[src/pkg/dpg_map.vh]
// constants for the dual address/gpio port block: register offsets, reset values, modes
// assumes a 32-bit axi4-lite slave where only the low 16 address bits are decoded
//
// Summary of operation
// RQ1 - decode registers on low 16 address bits; port a direction ffc0, data ffc2
// RQ2 - port a direction: 8-bit write-only, bit n sets pin n output when 1
// RQ3 - port a direction clears on reset and hardware standby, holds in software standby
// RQ4 - in software standby, port a output pins keep driving their present state
// RQ5 - port a data: 8-bit read/write output data, bit n for pin n
// RQ6 - port a read returns stored data bit where direction bit is 1
// RQ7 - port a read returns live pin level where direction bit is 0
// RQ8 - port a data clears on reset and hardware standby, holds in software standby
// RQ9 - modes 1 and 3: port a pins are address outputs, direction reads ones, unwritable
// RQ10 - mode 5: port a pin drives address when direction 1, else input
// RQ11 - mode 5 pins start as inputs; software sets direction for address output
// RQ12 - modes 6 and 7: port a pin output when direction 1, input otherwise
// RQ13 - modes 1 and 3: port b carries address 15..8, direction reads all ones
// RQ14 - mode 5: port b pin carries address bit when direction 1, else input
// RQ15 - modes 6 and 7: port b is generic per-pin input/output by direction
// RQ16 - port b direction write-only at ffc1, clears on reset/hw standby, holds otherwise
// RQ17 - port b output pins hold output state through software standby
// RQ18 - port b read returns data bit where direction bit is 1
// RQ19 - port b read returns actual pin level where direction bit is 0
// RQ20 - port b data read/write at ffc3, clears on reset/hw standby, holds in sw standby
// RQ21 - port b pull-up enable register read/write at ffd8, resets to zero
// RQ22 - pull-up on only if enable 1, direction 0, mode 5/6/7; off in reset/hw standby
// RQ23 - modes 1 and 3: port a pins carry address bits 7..0
// RQ24 - reading a write-only direction register returns all ones
`ifndef DPG_MAP_VH
`define DPG_MAP_VH

// ======================================================================
// register offsets, low 16 bits of the byte address
`define DPG_OFS_A_DIR 16'hFFC0
`define DPG_OFS_B_DIR 16'hFFC1
`define DPG_OFS_A_DATA 16'hFFC2
`define DPG_OFS_B_DATA 16'hFFC3
`define DPG_OFS_B_PULLUP 16'hFFD8

// ======================================================================
// reset values and the all-ones direction read value
`define DPG_RST_DIR 8'h00
`define DPG_RST_DATA 8'h00
`define DPG_RST_PULLUP 8'h00
`define DPG_READ_ONES 8'hFF

// ======================================================================
// operating mode codes
`define DPG_MODE_1 3'h1
`define DPG_MODE_3 3'h3
`define DPG_MODE_5 3'h5
`define DPG_MODE_6 3'h6
`define DPG_MODE_7 3'h7

// ======================================================================
// axi responses
`define DPG_RESP_OKAY 2'h0
`define DPG_RESP_SLVERR 2'h2

`endif

[src/verilog/dpg_top.v]
// two 8-bit ports usable as address outputs or gpio, with axi4-lite register access
// assumes pins and mode/standby inputs are synchronous to aclk; standby inputs are levels
`timescale 1ns/100ps
`include "dpg_map.vh"

module dpg_top (
  input wire aclk,
  input wire aresetn,
  input wire [2:0] op_mode,
  input wire hw_standby,
  input wire sw_standby,
  input wire [15:0] addr_bus,
  input wire [7:0] port_a_in,
  output reg [7:0] port_a_out,
  output reg [7:0] port_a_oe_n,
  input wire [7:0] port_b_in,
  output reg [7:0] port_b_out,
  output reg [7:0] port_b_oe_n,
  output reg [7:0] port_b_pullup_on,
  input wire [31:0] s_axi_awaddr,
  input wire s_axi_awvalid,
  output reg s_axi_awready,
  input wire [31:0] s_axi_wdata,
  input wire [3:0] s_axi_wstrb,
  input wire s_axi_wvalid,
  output reg s_axi_wready,
  output reg [1:0] s_axi_bresp,
  output reg s_axi_bvalid,
  input wire s_axi_bready,
  input wire [31:0] s_axi_araddr,
  input wire s_axi_arvalid,
  output reg s_axi_arready,
  output reg [31:0] s_axi_rdata,
  output reg [1:0] s_axi_rresp,
  output reg s_axi_rvalid,
  input wire s_axi_rready
);

  // ======================================================================
  // register storage
  reg [7:0] port_a_direction;
  reg [7:0] port_a_output_data;
  reg [7:0] port_b_direction;
  reg [7:0] port_b_output_data;
  reg [7:0] port_b_pullup_enable;

  // byte lane of a low-16 address: offsets are byte addresses, not word aligned
  function [1:0] lane_of;
    input [15:0] a;
    begin
      lane_of = a[1:0];
    end
  endfunction

  // register index from the low 16 address bits; 3'h7 means unmapped
  function [2:0] decode;
    input [15:0] a;
    begin
      if (a == `DPG_OFS_A_DIR) begin
        decode = 3'h0; // RQ1
      end else if (a == `DPG_OFS_B_DIR) begin
        decode = 3'h1; // RQ16
      end else if (a == `DPG_OFS_A_DATA) begin
        decode = 3'h2; // RQ1
      end else if (a == `DPG_OFS_B_DATA) begin
        decode = 3'h3; // RQ20
      end else if (a == `DPG_OFS_B_PULLUP) begin
        decode = 3'h4; // RQ21
      end else begin
        decode = 3'h7;
      end
    end
  endfunction

  wire addr_mode = (op_mode == `DPG_MODE_1) || (op_mode == `DPG_MODE_3);
  wire mode_5 = (op_mode == `DPG_MODE_5);
  wire gpio_mode = (op_mode == `DPG_MODE_6) || (op_mode == `DPG_MODE_7);

  // effective direction: forced ones in the address-only modes
  wire [7:0] dir_a_eff = addr_mode ? `DPG_READ_ONES : port_a_direction; // RQ9
  wire [7:0] dir_b_eff = addr_mode ? `DPG_READ_ONES : port_b_direction; // RQ13

  // ======================================================================
  // write channel: address and data latched independently, either order
  reg aw_held;
  reg w_held;
  reg [15:0] aw_addr;
  reg [31:0] w_data;
  reg [3:0] w_strb;
  wire do_write = aw_held && w_held && !s_axi_bvalid;
  wire [2:0] wr_sel = decode({aw_addr[15:2], 2'b00} | {14'h0000, lane_of(aw_addr)});
  wire [1:0] wr_lane = lane_of(aw_addr);
  wire [7:0] wr_byte = w_data[8 * wr_lane +: 8];
  wire wr_en = w_strb[wr_lane];

  always @(posedge aclk) begin
    if (!aresetn) begin
      aw_held <= 1'b0;
      w_held <= 1'b0;
      aw_addr <= 16'h0000;
      w_data <= 32'h00000000;
      w_strb <= 4'h0;
      s_axi_awready <= 1'b0;
      s_axi_wready <= 1'b0;
      s_axi_bvalid <= 1'b0;
      s_axi_bresp <= `DPG_RESP_OKAY;
    end else begin
      s_axi_awready <= !aw_held && !s_axi_awready && !s_axi_bvalid;
      s_axi_wready <= !w_held && !s_axi_wready && !s_axi_bvalid;
      if (s_axi_awvalid && s_axi_awready) begin
        aw_held <= 1'b1;
        aw_addr <= s_axi_awaddr[15:0]; // RQ1
        s_axi_awready <= 1'b0;
      end
      if (s_axi_wvalid && s_axi_wready) begin
        w_held <= 1'b1;
        w_data <= s_axi_wdata;
        w_strb <= s_axi_wstrb;
        s_axi_wready <= 1'b0;
      end
      if (do_write) begin
        aw_held <= 1'b0;
        w_held <= 1'b0;
        s_axi_bvalid <= 1'b1;
        s_axi_bresp <= (wr_sel == 3'h7) ? `DPG_RESP_SLVERR : `DPG_RESP_OKAY;
      end else if (s_axi_bvalid && s_axi_bready) begin
        s_axi_bvalid <= 1'b0;
      end
    end
  end

  // ======================================================================
  // registers: cleared by reset or hardware standby, held in software standby
  always @(posedge aclk) begin
    if (!aresetn || hw_standby) begin
      port_a_direction <= `DPG_RST_DIR; // RQ3 RQ11
      port_a_output_data <= `DPG_RST_DATA; // RQ8
      port_b_direction <= `DPG_RST_DIR; // RQ16
      port_b_output_data <= `DPG_RST_DATA; // RQ20
      port_b_pullup_enable <= `DPG_RST_PULLUP; // RQ21
    end else if (do_write && wr_en && !sw_standby) begin
      // direction writes are ignored in the address-only modes
      if (wr_sel == 3'h0 && !addr_mode) begin
        port_a_direction <= wr_byte; // RQ2 RQ9
      end else if (wr_sel == 3'h1 && !addr_mode) begin
        port_b_direction <= wr_byte; // RQ16 RQ13
      end else if (wr_sel == 3'h2) begin
        port_a_output_data <= wr_byte; // RQ5
      end else if (wr_sel == 3'h3) begin
        port_b_output_data <= wr_byte; // RQ20
      end else if (wr_sel == 3'h4) begin
        port_b_pullup_enable <= wr_byte; // RQ21
      end
    end
  end

  // ======================================================================
  // read channel: one cycle after the address is taken
  reg [7:0] rd_byte;
  wire [15:0] ar_low = s_axi_araddr[15:0];
  wire [2:0] rd_sel = decode(ar_low);

  always @* begin
    if (rd_sel == 3'h0 || rd_sel == 3'h1) begin
      rd_byte = `DPG_READ_ONES; // RQ24 RQ9 RQ13
    end else if (rd_sel == 3'h2) begin
      rd_byte = (dir_a_eff & port_a_output_data) | (~dir_a_eff & port_a_in); // RQ6 RQ7
    end else if (rd_sel == 3'h3) begin
      rd_byte = (dir_b_eff & port_b_output_data) | (~dir_b_eff & port_b_in); // RQ18 RQ19
    end else if (rd_sel == 3'h4) begin
      rd_byte = port_b_pullup_enable;
    end else begin
      rd_byte = 8'h00;
    end
  end

  always @(posedge aclk) begin
    if (!aresetn) begin
      s_axi_arready <= 1'b0;
      s_axi_rvalid <= 1'b0;
      s_axi_rdata <= 32'h00000000;
      s_axi_rresp <= `DPG_RESP_OKAY;
    end else begin
      s_axi_arready <= !s_axi_arready && !s_axi_rvalid;
      if (s_axi_arvalid && s_axi_arready) begin
        s_axi_arready <= 1'b0;
        s_axi_rvalid <= 1'b1;
        // byte placed on its lane; other lanes read zero
        s_axi_rdata <= {24'h000000, rd_byte} << (8 * lane_of(ar_low));
        s_axi_rresp <= (rd_sel == 3'h7) ? `DPG_RESP_SLVERR : `DPG_RESP_OKAY;
      end else if (s_axi_rvalid && s_axi_rready) begin
        s_axi_rvalid <= 1'b0;
      end
    end
  end

  // ======================================================================
  // pin drive: registered, so pins lag register and mode changes by one cycle
  reg [7:0] next_a_out;
  reg [7:0] next_a_oe_n;
  reg [7:0] next_b_out;
  reg [7:0] next_b_oe_n;

  always @* begin
    if (addr_mode) begin
      next_a_out = addr_bus[7:0]; // RQ23
      next_a_oe_n = 8'h00; // RQ9
      next_b_out = addr_bus[15:8]; // RQ13
      next_b_oe_n = 8'h00;
    end else if (mode_5) begin
      next_a_out = addr_bus[7:0]; // RQ10
      next_a_oe_n = ~port_a_direction; // RQ10 RQ11
      next_b_out = addr_bus[15:8]; // RQ14
      next_b_oe_n = ~port_b_direction; // RQ14
    end else if (gpio_mode) begin
      next_a_out = port_a_output_data; // RQ12
      next_a_oe_n = ~port_a_direction; // RQ12
      next_b_out = port_b_output_data; // RQ15
      next_b_oe_n = ~port_b_direction; // RQ15
    end else begin
      next_a_out = 8'h00;
      next_a_oe_n = 8'hFF;
      next_b_out = 8'h00;
      next_b_oe_n = 8'hFF;
    end
  end

  always @(posedge aclk) begin
    if (!aresetn || hw_standby) begin
      port_a_out <= 8'h00;
      port_a_oe_n <= 8'hFF;
      port_b_out <= 8'h00;
      port_b_oe_n <= 8'hFF;
      port_b_pullup_on <= 8'h00; // RQ22
    end else begin
      // software standby freezes pin values so output pins keep their state
      if (!sw_standby) begin
        port_a_out <= next_a_out;
        port_a_oe_n <= next_a_oe_n;
        port_b_out <= next_b_out;
        port_b_oe_n <= next_b_oe_n;
      end else begin
        port_a_out <= port_a_out; // RQ4
        port_b_out <= port_b_out; // RQ17
      end
      port_b_pullup_on <= (mode_5 || gpio_mode) ?
        (port_b_pullup_enable & ~port_b_direction) : 8'h00; // RQ22
    end
  end

endmodule // dpg_top

[config.mk]
export PLATFORM = sky130hd
export DESIGN_NAME = dpg_top
export DESIGN_NICKNAME = d
export VERILOG_FILES = /design/src/verilog/dpg_top.v
export VERILOG_INCLUDE_DIRS = /design/src /design/src/pkg
export SDC_FILE = /design/constraint.sdc
export NUM_CORES = 1
export LEC_CHECK = 0
export BUFFER_PORTS_ARGS = -buffer_cell sky130_fd_sc_hd__buf_2
export CAP_MARGIN = 10
export CORE_MARGIN = 5
export CORE_UTILIZATION = 35
export DETAILED_ROUTE_END_ITERATION = 10
export GPL_TIMING_DRIVEN = 0
export MAX_ROUTING_LAYER = met4
export SLEW_MARGIN = 20
export SYNTH_ARGS = -nofsm -noshare
export SYNTH_HDL_FRONTEND = slang
export SYNTH_SLANG_ARGS = --single-unit
[constraint.sdc]
create_clock -name aclk -period 2.4 [get_ports aclk]
set_input_delay 0.12 -clock aclk [delete_from_list [all_inputs] [get_ports aclk]]
set_output_delay 0.12 -clock aclk [all_outputs]
set_load 0.03 [all_outputs]
# Word-level counts from Yosys, hierarchy flattened
# Cells that the tools add are included.
# totals
regBits	175
in_bits	144
# op_classes
order_cmp	1
n_eq_ne	25
shift	2
mux	36
bitwise_logic	18
n_reduce_logical	45
# op_table
op	n
16-bit equality test, second input constant	10
8-bit 2-to-1 mux	18
8-bit bitwise AND	5
8-bit NOT	4
32-bit by 6-bit indexed part select with 8-bit output	1
8-bit by 5-bit left shift with 32-bit output	1
3-bit 2-to-1 mux	8
3-bit equality test, second input constant	7
1-bit logical AND	16
16-bit by 2-bit bitwise OR with 16-bit output	1
8-bit bitwise OR	2
3-bit by 2-bit equality test with 1-bit output, second input constant	5
1-bit logical NOT	10
2-bit OR reduction	5
3-bit by 1-bit equality test with 1-bit output, second input constant	3
2-bit 2-to-1 mux	4
3-bit logical NOT	2
1-bit NOT	6
6-bit AND reduction	1
1-bit logical OR	5
1-bit 2-to-1 mux	5
5-bit AND reduction	1
4-bit AND reduction	1
2-bit nonzero test	2
4 further kinds	4

# Longest topological paths before layout
# Gate-level depths: netlist (run 1).
# logic_depth
ltp_word	12
ltp_mapped	8
ltp_nobuf	5

# Least setup slack after synthesis (run 1)
# Ideal clock, no wire load.
# synth_timing
kind	register to register
startpoint	reg s_axi_bvalid
endpoint	reg port_b_direction[0]
setup_time_ps	128
t_arrival_ps	1691
required_time_ps	2272
slack_ps	581
stages_incl_launch_ff	7
path_buffers	1
synth_period_minus_slack_ps	1819
path_cell_list	dfxtp_1 -> and4bb_2 -> nand2_2 -> or4b_1 -> buf_2 -> mux2i_1 -> nor2_1
# synth_between
elab_chain_len	5
# synth_rtl
item	line_no	text
start: declaration	dpg_top.v:28	output reg s_axi_bvalid,
start signal: assignment	dpg_top.v:105	s_axi_bvalid <= 1'b0;
start signal: assignment	dpg_top.v:124	s_axi_bvalid <= 1'b1;
start signal: assignment	dpg_top.v:127	s_axi_bvalid <= 1'b0;
1-bit logical NOT	dpg_top.v:90	wire do_write = aw_held && w_held && !s_axi_bvalid;
1-bit logical AND	dpg_top.v:90	
1-bit logical AND (2 in a row)	dpg_top.v:141	end else if (do_write && wr_en && !sw_standby) begin
3-bit AND reduction (no line)	-	
end signal: assignment	dpg_top.v:138	port_b_direction <= `DPG_RST_DIR;
end signal: assignment	dpg_top.v:146	port_b_direction <= wr_byte;
end: declaration	dpg_top.v:43	reg [7:0] port_b_direction;
# No other way between the ends.
# A chain may end at the register's enable or synchronous reset.

# Worst setup path after layout (run 1)
# layout_timing
startpoint	in op_mode[0]
endpoint	reg s_axi_rdata[31]
# layout_between
elab_chain_len	10
word_cells_on_any_way	17
cone_classes	eq/ne: 2; shift: 1; mux: 5; bitwise: 8; reduce/logical: 1
# layout_rtl
item	line_no	text
start: declaration	dpg_top.v:9	input wire [2:0] op_mode,
3-bit by 1-bit equality test with 1-bit output (no line) / 3-bit by 2-bit equality test with 1-bit output (equally long branches)	-	
1-bit logical OR (*)	dpg_top.v:75	wire addr_mode = (op_mode == `DPG_MODE_1) || (op_mode == `DPG_MODE_3);
8-bit 2-to-1 mux	dpg_top.v:81	wire [7:0] dir_b_eff = addr_mode ? `DPG_READ_ONES : port_b_direction;
8-bit NOT	dpg_top.v:169	rd_byte = (dir_b_eff & port_b_output_data) | (~dir_b_eff & port_b_in);
8-bit bitwise AND	dpg_top.v:169	
8-bit bitwise OR	dpg_top.v:169	
8-bit 2-to-1 mux	dpg_top.v:168	end else if (rd_sel == 3'h3) begin
8-bit 2-to-1 mux (*)	dpg_top.v:166	end else if (rd_sel == 3'h2) begin
8-bit 2-to-1 mux (*)	dpg_top.v:164	if (rd_sel == 3'h0 || rd_sel == 3'h1) begin
8-bit by 5-bit left shift with 32-bit output (*)	dpg_top.v:189	s_axi_rdata <= {24'h000000, rd_byte} << (8 * lane_of(ar_low));
end signal: assignment	dpg_top.v:189	
end: declaration	dpg_top.v:33	output reg [31:0] s_axi_rdata,
# Every way passes the cells marked *; elsewhere a longest branch is shown, timed or not.

==> results of run 1 <==
-- cells by family (layout without fill, tap and decap cells) --
kind of cell | Yosys count | in the layout | synth area share
AO/OA/AOI/OAI | 172 | 172 | 0.166
buffers and inverters | 57 | 331 | 0.0320
flip-flops | 173 | 173 | 0.484
multiplexers | 65 | 65 | 0.107
other | 1 | 2 | 0.000524
AND/OR/NAND/NOR | 338 | 338 | 0.211
-- flip-flops by register name, summed over array words and instances, names as in the netlist, 4 cells and up --
signal and count:
port_a_direction 8, port_b_direction 8, port_b_output_data 8, aw_addr 16
w_strb 4, s_axi_rdata 32, port_a_out 8, port_a_output_data 8
port_b_oe_n 8, w_data 32, port_b_pullup_on 8, port_a_oe_n 8
port_b_out 8, port_b_pullup_enable 8
-- layout by cell type, fill, tap and decap left out, types with 2 or more instances in the layout --
| cell | instances |
|---|---|
| clkinv_4 | 3 |
| nand2b_1 | 5 |
| a221o_1 | 16 |
| a21boi_0 | 54 |
| and3_1 | 2 |
| conb_1 | 2 |
| and4_1 | 2 |
| clkbuf_16 | 17 |
| a21oi_1 | 41 |
| nand3_1 | 17 |
| and2_1 | 13 |
| mux2i_1 | 56 |
| nor3_1 | 6 |
| o21ai_1 | 13 |
| inv_1 | 2 |
| bufinv_16 | 2 |
| a21o_1 | 8 |
| o21ai_0 | 20 |
| nand4_1 | 5 |
| buf_4 | 2 |
| dlygate4sd3_1 | 54 |
| buf_2 | 194 |
| nor2_1 | 67 |
| and4bb_2 | 2 |
| clkbuf_1 | 46 |
| nor3b_1 | 10 |
| nand2_1 | 195 |
| nor2b_1 | 3 |
| a2bb2oi_1 | 16 |
| dfxtp_1 | 173 |
| nand4b_1 | 2 |
| clkinvlp_4 | 3 |
| mux4_2 | 9 |
| nand3b_1 | 2 |
| inv_6 | 4 |
-- how the worst max path moves through the flow --
stage | start | endpoint | depth (start not counted)
after floorplan | s_axi_bvalid | port_b_direction[0] | 6
after global placement | op_mode[0] | s_axi_rdata[31] | 8
after detailed placement | op_mode[0] | s_axi_rdata[31] | 8
after CTS | op_mode[0] | s_axi_rdata[31] | 8
after global routing | op_mode[0] | s_axi_rdata[23] | 8
final | op_mode[0] | s_axi_rdata[31] | 8
-- metal layers --
metal  track usage  wire length, um
met5             -                0
met4        0.0573              361
met2         0.325            11100
met1         0.241             9810
met3        0.0413             1360
-- power breakdown --
part	leakage [nW]	switching, mW	internal (mW)
Clock	0.283	1.22	1.59
Sequential	1.40	0.0400	2.94
Combinational	2.19	0.361	0.270
Total	3.88	1.62	4.79
-- worst max-delay path: stages --
cell	delay [ns]
buf_2	0.16
nor2b_1	0.37
clkbuf_1	0.51
buf_2	0.35
nor2_1	0.08
mux2i_1	0.20
a2bb2oi_1	0.49
a21oi_1	0.14
-- repair_timing --
action                     CTS  global route
hold endpoints to repair    54             0
setup buffers                0             0
setup endpoints to repair    0             0
hold buffers                54             0
-- per-stage QoR --
step | instance area, um^2 | hold WS [ns]
floorplan | 7160 | 0.265
global placement | 8440 | 0.372
detailed placement | 8440 | 0.379
CTS | 9570 | 0.0198
global route | 9570 | 0.0791
finish | 9570 | 0.0402
-- layout make-up --
class / count / area, um^2
fillers: 1979 / 10600
plain buffers: 54 / 218
inverters: 3 / 11.3
clock buffers: 19 / 443
clock inverters: 13 / 155
repair buffers: 242 / 1480
flip-flops and latches: 173 / 3460
multi-input cells: 577 / 3460
well taps: 270 / 338
==> flow_summary_export.csv, run 1 <==
group,metric,value,unit
run_status,status,"finished, final reports clean",
synthesis,synth.most_common_cell,"nand2_1",
timing,finalCritPeriodShare,0.881,
finish,area_delta_synth_final,33.8,%
floorplanning,ios,225,
power_and_ir_drop,power.total,6.42,mW
synthesis,ys_top_cells_by_count,"nand2_1 (195), dfxtp_1 (173), nor2_1 (67)",
timing,finalSetupViolCount,0,
finish,drive_gt1_frac,0.227,
clock_tree,cts_max_level,4,
finish,fin_util,0.475,
timing,grt_setup_unrepaired,"false",
route,drt-initial-drc-count,305,
synthesis,ys_seq_area_frac,0.484,
synthesis,async_reset_ff_frac,0,
timing,clock.fmax,0.473,GHz
timing,hold_viol,0,
floorplanning,fp.dieW,153,um
clock_tree,clock_path_buffers,2,
global_routing,grt.total_usage,0.195,
synthesis,synth_top_area_share,0.484,
route,route.detailed.drc,0,
place,dp.cells,1265,
place,io_buffer_count,188,
place,dp_hpwl,16900,um
route,dr.pass1.iters,5,
synthesis,synth-edff-count,0,
global_routing,grt_antenna_before_repair,0,
min_path,holdCritPathClass,"in2reg",
place,dp_slack,-0.226,ns
synthesis,syn_area_per_cell,8.87,um^2
setup_path,worstSetupPathType,"in2reg",
floorplanning,row_count,52,
clock_tree,cts_tree,"built",
synthesis,netlist_instances,806,
setup_path,cp.arrival,2.40,ns
timing,fin_crit,2.11,ns
min_path,worstHoldStart,"s_axi_arvalid",
setup_path,r2r_cells,5,
clock_tree,cts_made_buffers,17,
timing,final.setup.worst_slack,0.286,ns
clock_tree,clk_latency,0.43,ns
floorplanning,start_util,0.355,
setup_path,path_max_fanout,10,
floorplanning,dieArea,23400,um^2
synthesis,synth.distinct_cells,42,
global_routing,grt.overflow.total,0,
place,gp_congestion,0.818,
synthesis,ys.flop_type,"dfxtp_1",
route,viasPerCell,4.84,
finish,nets,1212,
power_and_ir_drop,p_leak,3.88,nW
setup_path,r2r_start,"aw_addr[2]",
global_routing,grt_max_degree,17,
clock_tree,cts.repair.resized,0,
timing,maxSlewHeadroom,0.433,
finish,instances_no_fill,1351,
setup_path,cp-start-kind,"primary input",
timing,finClkSkew,0.0105,ns
synthesis,ys_warn_count,0,
setup_path,rrSetupSlack,0.41,ns
synthesis,yosysTopAreaCell,"dfxtp_1",
min_path,hold_path_end,"s_axi_rresp[1]",
route,avgRoutedWirePerCell,16.7,um
synthesis,synth-seq-cells,173,
clock_tree,clockRootBuffer,"clkbuf_16",
floorplanning,design.core.area,20200,um^2
min_path,min_path_cells,3,
floorplanning,die_y,153,um
timing,slew_violations,0,
route,ant_nets,0,
timing,tightestPinTransition,0.844,ns
route,via_count,6545,
finish,n_antenna_cell,0,
route,routed_wl,22600,um
setup_path,cp-end-kind,"flip-flop",
setup_path,crit_required,2.69,ns
power_and_ir_drop,max-vdd-ir-drop,452,uV
synthesis,synth_area_leaders,"dfxtp_1 (48%), nand2_1 (10%), mux2i_1 (7.8%)",
clock_tree,clock_sinks,173,
global_routing,grt_pass1_vias,6496,
timing,final.setup.tns,0,ns
global_routing,grt_first_pass_wirelength,35300,um
job,maxCapViolations,0,
synthesis,synth_area,7150,um^2
power_and_ir_drop,p_per_area,670,nW/um^2
clock_tree,cts.clk_slew.worst_paths,0.07,ns
setup_path,rr_endpoint,"port_b_output_data[6]",
No activity file was read; power rests on OpenSTA's default activity.
==> inputs of run 2 (changes only) <==
Clock period 2.4 ns to 1.7 ns, I/O delays scaled along.
==> flow_summary_export.csv, run 2 (synthesized netlist as in run 1, its figures left out) <==
group,metric,value,unit
run_status,violations,"negative setup slack",
clock_tree,cts_made_buffers,17,
min_path,holdCritPathClass,"in2reg",
setup_path,crit_required,1.99,ns
floorplanning,start_util,0.355,
setup_path,cp.arrival,2.09,ns
floorplanning,row_count,52,
route,ant_nets,0,
timing,maxSlewHeadroom,0.567,
floorplanning,design.core.area,20200,um^2
clock_tree,cts_max_level,4,
route,routed_wl,22900,um
global_routing,grt_pass1_vias,6371,
timing,hold_viol,0,
finish,drive_gt1_frac,0.247,
setup_path,r2r_start,"aw_addr[0]",
floorplanning,dieArea,23400,um^2
place,dp_slack,-0.889,ns
finish,n_fill_cell,1993,
global_routing,grt.overflow.total,0,
timing,finClkSkew,0.0143,ns
global_routing,grt_first_pass_wirelength,35500,um
route,drt-initial-drc-count,319,
setup_path,rrSetupSlack,-0.1,ns
setup_path,path_max_fanout,8,
global_routing,grt_max_degree,17,
global_routing,grt.total_usage,0.197,
setup_path,cp-start-kind,"flip-flop",
route,dr.pass1.iters,5,
route,viasPerCell,4.87,
clock_tree,clockRootBuffer,"clkbuf_16",
finish,area_delta_synth_final,36.1,%
place,dp_hpwl,17200,um
setup_path,worst-path-buf-inv,0,
clock_tree,cts.clk_slew.worst_paths,0.06,ns
clock_tree,clock_path_buffers,2,
timing,finalSetupViolCount,13,
setup_path,cp-end-kind,"flip-flop",
finish,seqCellArea,3470,um^2
route,route.detailed.drc,0,
setup_path,r2r_cells,5,
timing,slew_violations,0,
floorplanning,ios,225,
power_and_ir_drop,max-vdd-ir-drop,668,uV
run_status,status,"complete, but fails checks",
power_and_ir_drop,power.total,8.80,mW
setup_path,critPathTopFamily,"simple AND/OR/NAND/NOR gates",
place,gp_congestion,0.833,
global_routing,grt_antenna_before_repair,6,
floorplanning,fp.dieW,153,um
min_path,min_path_cells,3,
min_path,worstHoldStart,"s_axi_arvalid",
timing,whs,0.0152,ns
power_and_ir_drop,p_leak,3.96,nW
finish,multiInputGateArea,3530,um^2
finish,fin_util,0.483,
finish,reg_top3,"s_axi_rdata (32), w_data (32), aw_addr (16)",
setup_path,slowest_delay,0.60,ns
min_path,hold_path_end,"s_axi_rresp[1]",
timing,final.setup.tns,-0.693,ns
timing,clock.fmax,0.557,GHz
power_and_ir_drop,p_per_area,904,nW/um^2
job,maxCapViolations,0,
clock_tree,clk_latency,0.43,ns
floorplanning,die_y,153,um
timing,final.setup.worst_slack,-0.0956,ns
finish,nets,1218,
setup_path,rr_endpoint,"port_b_direction[3]",
clock_tree,cts_tree,"built",
route,avgRoutedWirePerCell,16.8,um
place,io_buffer_count,188,
timing,finalCritPeriodShare,1.06,
clock_tree,clock_sinks,173,
setup_path,worstSetupPathType,"reg2reg",
timing,tightestPinTransition,0.645,ns
finish,layout_common_cells,"nand2_1 (195), buf_2 (190), dfxtp_1 (170)",
route,via_count,6638,
finish,final_common_cell,"nand2_1",
timing,grt_setup_unrepaired,"true",
setup_path,cp_slowest_cell,"or4b_4",
setup_path,worstPathCellList,"mux4_2 > nand2_4 > or4b_4 > mux2i_1 > nor2_1",
timing,fin_crit,1.80,ns
-- run 2: per-layer routing --
layer | routed length [um] | GRT usage | up-vias
met5 | 0 | - | -
met4 | 246 | 0.0361 | 0
met3 | 1620 | 0.0568 | 16
met2 | 10900 | 0.317 | 195
met1 | 10200 | 0.249 | 3110
li1 | - | - | 3317
-- run 2: final cells by class --
type,count,share of cell area
multi-input combinational,577,0.362
sequential,173,0.357
timing repair buffer,250,0.163
clock buffer,20,0.0449
tap,270,0.0347
buffer,52,0.0238
clock inverter,12,0.0121
antenna,6,0.00154
inverter,3,0.00116
-- run 2: worst max-delay path by stage --
stage	startpoint	to	depth (start not counted)
floorplan	aw_addr[2]	port_b_output_data[0]	5
global placement	op_mode[0]	s_axi_rdata[31]	8
detailed placement	op_mode[0]	s_axi_rdata[23]	8
CTS	aw_addr[5]	port_b_direction[3]	5
global route	aw_addr[0]	port_b_direction[0]	5
finish	aw_addr[0]	port_b_direction[3]	5
-- run 2: where the power goes --
part           switching (mW)  internal [mW]
Clock                    1.66           2.03
Combinational           0.518          0.388
Sequential             0.0582           4.15
-- run 2: worst register-to-register path: cells and delay by family, from the launching register on --
| family | cells | cell delay [ns] |
|---|---|---|
| flops | 1 | 0.35 |
| simple gates | 3 | 0.75 |
| mux | 2 | 0.57 |
-- run 2: stage by stage --
stage          cell area (um^2)  std cells
3_3_place_gp               8460       1265
2_1_floorplan              7180        807
4_1_cts                    9700       1358
5_1_grt                    9740       1363
6_report                   9740       1363
3_5_place_dp               8460       1265
-- run 2: repair_timing --
item                                   4_1_cts  5_1_grt
resized for setup                           19       11
endpoints found under the hold margin       54        0
pin swaps                                    5        3
buffers inserted                             8        0
hold buffers                                54        0
setup endpoints to repair                   88       87
==> inputs of run 3 (changes only) <==
Settings changed: SKIP_CTS_REPAIR_TIMING set to 1.
==> flow_summary_export.csv, run 3 (synthesized netlist as in run 1, its figures left out) <==
group,metric,value,unit
run_status,status,"complete, but fails checks",
run_status,violations,"negative hold slack, negative setup slack",
floorplanning,ios,225,
setup_path,cp-start-kind,"flip-flop",
power_and_ir_drop,cellInternalPower,6.56,mW
global_routing,grt_pass1_vias,6076,
clock_tree,clock_sinks,173,
clock_tree,cts_made_buffers,17,
setup_path,cp.arrival,2.11,ns
route,drt-initial-drc-count,293,
job,maxCapViolations,0,
timing,finClkSkew,0.0133,ns
timing,slew_violations,0,
setup_path,critPathTopFamily,"simple AND/OR/NAND/NOR gates",
setup_path,slowest_delay,0.61,ns
global_routing,grt_first_pass_wirelength,34000,um
global_routing,grt_antenna_before_repair,6,
setup_path,r2r_cells,5,
clock_tree,cts.clk_slew.worst_paths,0.07,ns
finish,reg_top3,"s_axi_rdata (32), w_data (32), aw_addr (16)",
timing,grt_setup_unrepaired,"true",
power_and_ir_drop,p_sw_frac,0.254,
route,met1_length,9980,um
setup_path,cp-end-kind,"flip-flop",
floorplanning,die_y,153,um
timing,finalSetupViolCount,25,
setup_path,worst-path-buf-inv,0,
clock_tree,clockRootBuffer,"clkbuf_16",
floorplanning,row_count,52,
clock_tree,clk_latency,0.43,ns
floorplanning,design.core.area,20200,um^2
route,dr.pass1.iters,5,
setup_path,path_max_fanout,8,
timing,final.setup.tns,-1.43,ns
setup_path,crit_required,1.99,ns
finish,final_area,9700,um^2
clock_tree,cts_tree,"built",
route,routed_wl,22900,um
finish,drive_gt1_frac,0.244,
timing,whs,-0.0486,ns
setup_path,worstPathCellList,"mux4_2 > nand2_4 > or4b_4 > mux2i_1 > nor2_1",
route,dr_wl_met3,1800,um
route,avgRoutedWirePerCell,16.8,um
finish,nets,1215,
setup_path,cp.depth,5,
min_path,worstHoldStart,"s_axi_wdata[16]",
power_and_ir_drop,p_leak,3.94,nW
power_and_ir_drop,power_frac_seq,0.478,
min_path,hold_path_end,"w_data[16]",
timing,fin_crit,1.82,ns
global_routing,grt_max_degree,17,
floorplanning,dieArea,23400,um^2
finish,area_delta_synth_final,35.6,%
power_and_ir_drop,clock_power_share,0.420,
clock_tree,clock_path_buffers,2,
setup_path,rr_endpoint,"port_b_direction[3]",
place,dp_hpwl,17200,um
timing,finalCritPeriodShare,1.07,
route,viasPerCell,4.87,
setup_path,r2r_start,"aw_addr[0]",
timing,tightestPinTransition,0.650,ns
finish,n_fill_cell,2000,
timing,final.setup.worst_slack,-0.118,ns
setup_path,rrSetupSlack,-0.12,ns
clock_tree,cts_max_level,4,
route,via_count,6625,
power_and_ir_drop,max-vdd-ir-drop,668,uV
finish,layout_common_cells,"nand2_1 (195), buf_2 (190), dfxtp_1 (171)",
finish,fin_util,0.481,
min_path,holdCritPathClass,"in2reg",
setup_path,cp_slowest_cell,"or4b_4",
global_routing,grt.total_usage,0.189,
floorplanning,fp.dieW,153,um
floorplanning,start_util,0.355,
place,postPlaceCellArea,8460,um^2
timing,clock.fmax,0.550,GHz
finish,final_common_cell,"nand2_1",
route,wl_met2,10800,um
power_and_ir_drop,combPwrFrac,0.103,
power_and_ir_drop,switchingPower,2.24,mW
place,gp_congestion,0.833,
global_routing,grt.overflow.total,0,
route,ant_nets,0,
timing,hold_viol,1,
route,highest_layer,"met4",
route,route.detailed.drc,0,
min_path,min_path_cells,3,
setup_path,worstSetupPathType,"reg2reg",
place,io_buffer_count,188,
timing,maxSlewHeadroom,0.567,
power_and_ir_drop,p_per_area,907,nW/um^2
-- run 3: cell types whose count changed in the layout (fill, tap and decap cells not counted), sizes merged --
| cell | previous run | this run |
|---|---|---|
| dlygate4sd3 | 54 | 53 |
| buf | 203 | 201 |
-- run 3: power by group through the flow --
stage                     logic (mW)  registers [mW]  clock network [mW]
after global placement         0.794            4.30                   0
after floorplan                0.412            4.34                   0
final                          0.903            4.20                3.69
after CTS                      0.799            4.20                3.76
after detailed placement       0.796            4.30                   0
after global routing           0.986            4.21                3.93
-- run 3: final cells by class --
cell class              count  area (um^2)  share of cell area
multi-input cells         577         3530               0.364
clock buffers              20          437              0.0450
inverters                   3         11.3             0.00116
repair buffers            247         1560               0.161
clock inverters            12          118              0.0121
diodes                      6         15.0             0.00155
flip-flops and latches    173         3470               0.358
well taps                 270          338              0.0348
plain buffers              52          228              0.0235
-- run 3: how the worst max path moves through the flow --
stage	to	startpoint
global route	port_a_output_data[3]	aw_addr[5]
CTS	port_b_output_data[7]	aw_addr[10]
finish	port_b_direction[3]	aw_addr[0]
floorplan	port_b_output_data[0]	aw_addr[2]
global placement	s_axi_rdata[31]	op_mode[0]
detailed placement	s_axi_rdata[23]	op_mode[0]
-- run 3: worst register-to-register path: stages (launching register included) --
cell,delay (ns)
dfxtp_4,0.36
mux4_2,0.38
nand2_4,0.08
or4b_4,0.61
mux2i_1,0.20
nor2_1,0.06
-- run 3: metal layers --
metal	up-vias	track usage
met5	-	-
met4	0	0.0369
met3	22	0.0568
met2	210	0.295
met1	3078	0.245
li1	3315	-
-- run 3: through the flow --
| step | std cells | worst slack [ns] | power [mW] | hold slack [ns] |
|---|---|---|---|---|
| 5_1_grt | 1360 | -0.205 | 9.13 | 0.000158 |
| 6_report | 1360 | -0.118 | 8.80 | -0.0486 |
| 3_5_place_dp | 1265 | -0.889 | 5.09 | 0.344 |
| 2_1_floorplan | 807 | -0.0454 | 4.75 | 0.230 |
| 3_3_place_gp | 1265 | -0.883 | 5.09 | 0.342 |
| 4_1_cts | 1297 | -0.454 | 8.76 | -0.110 |
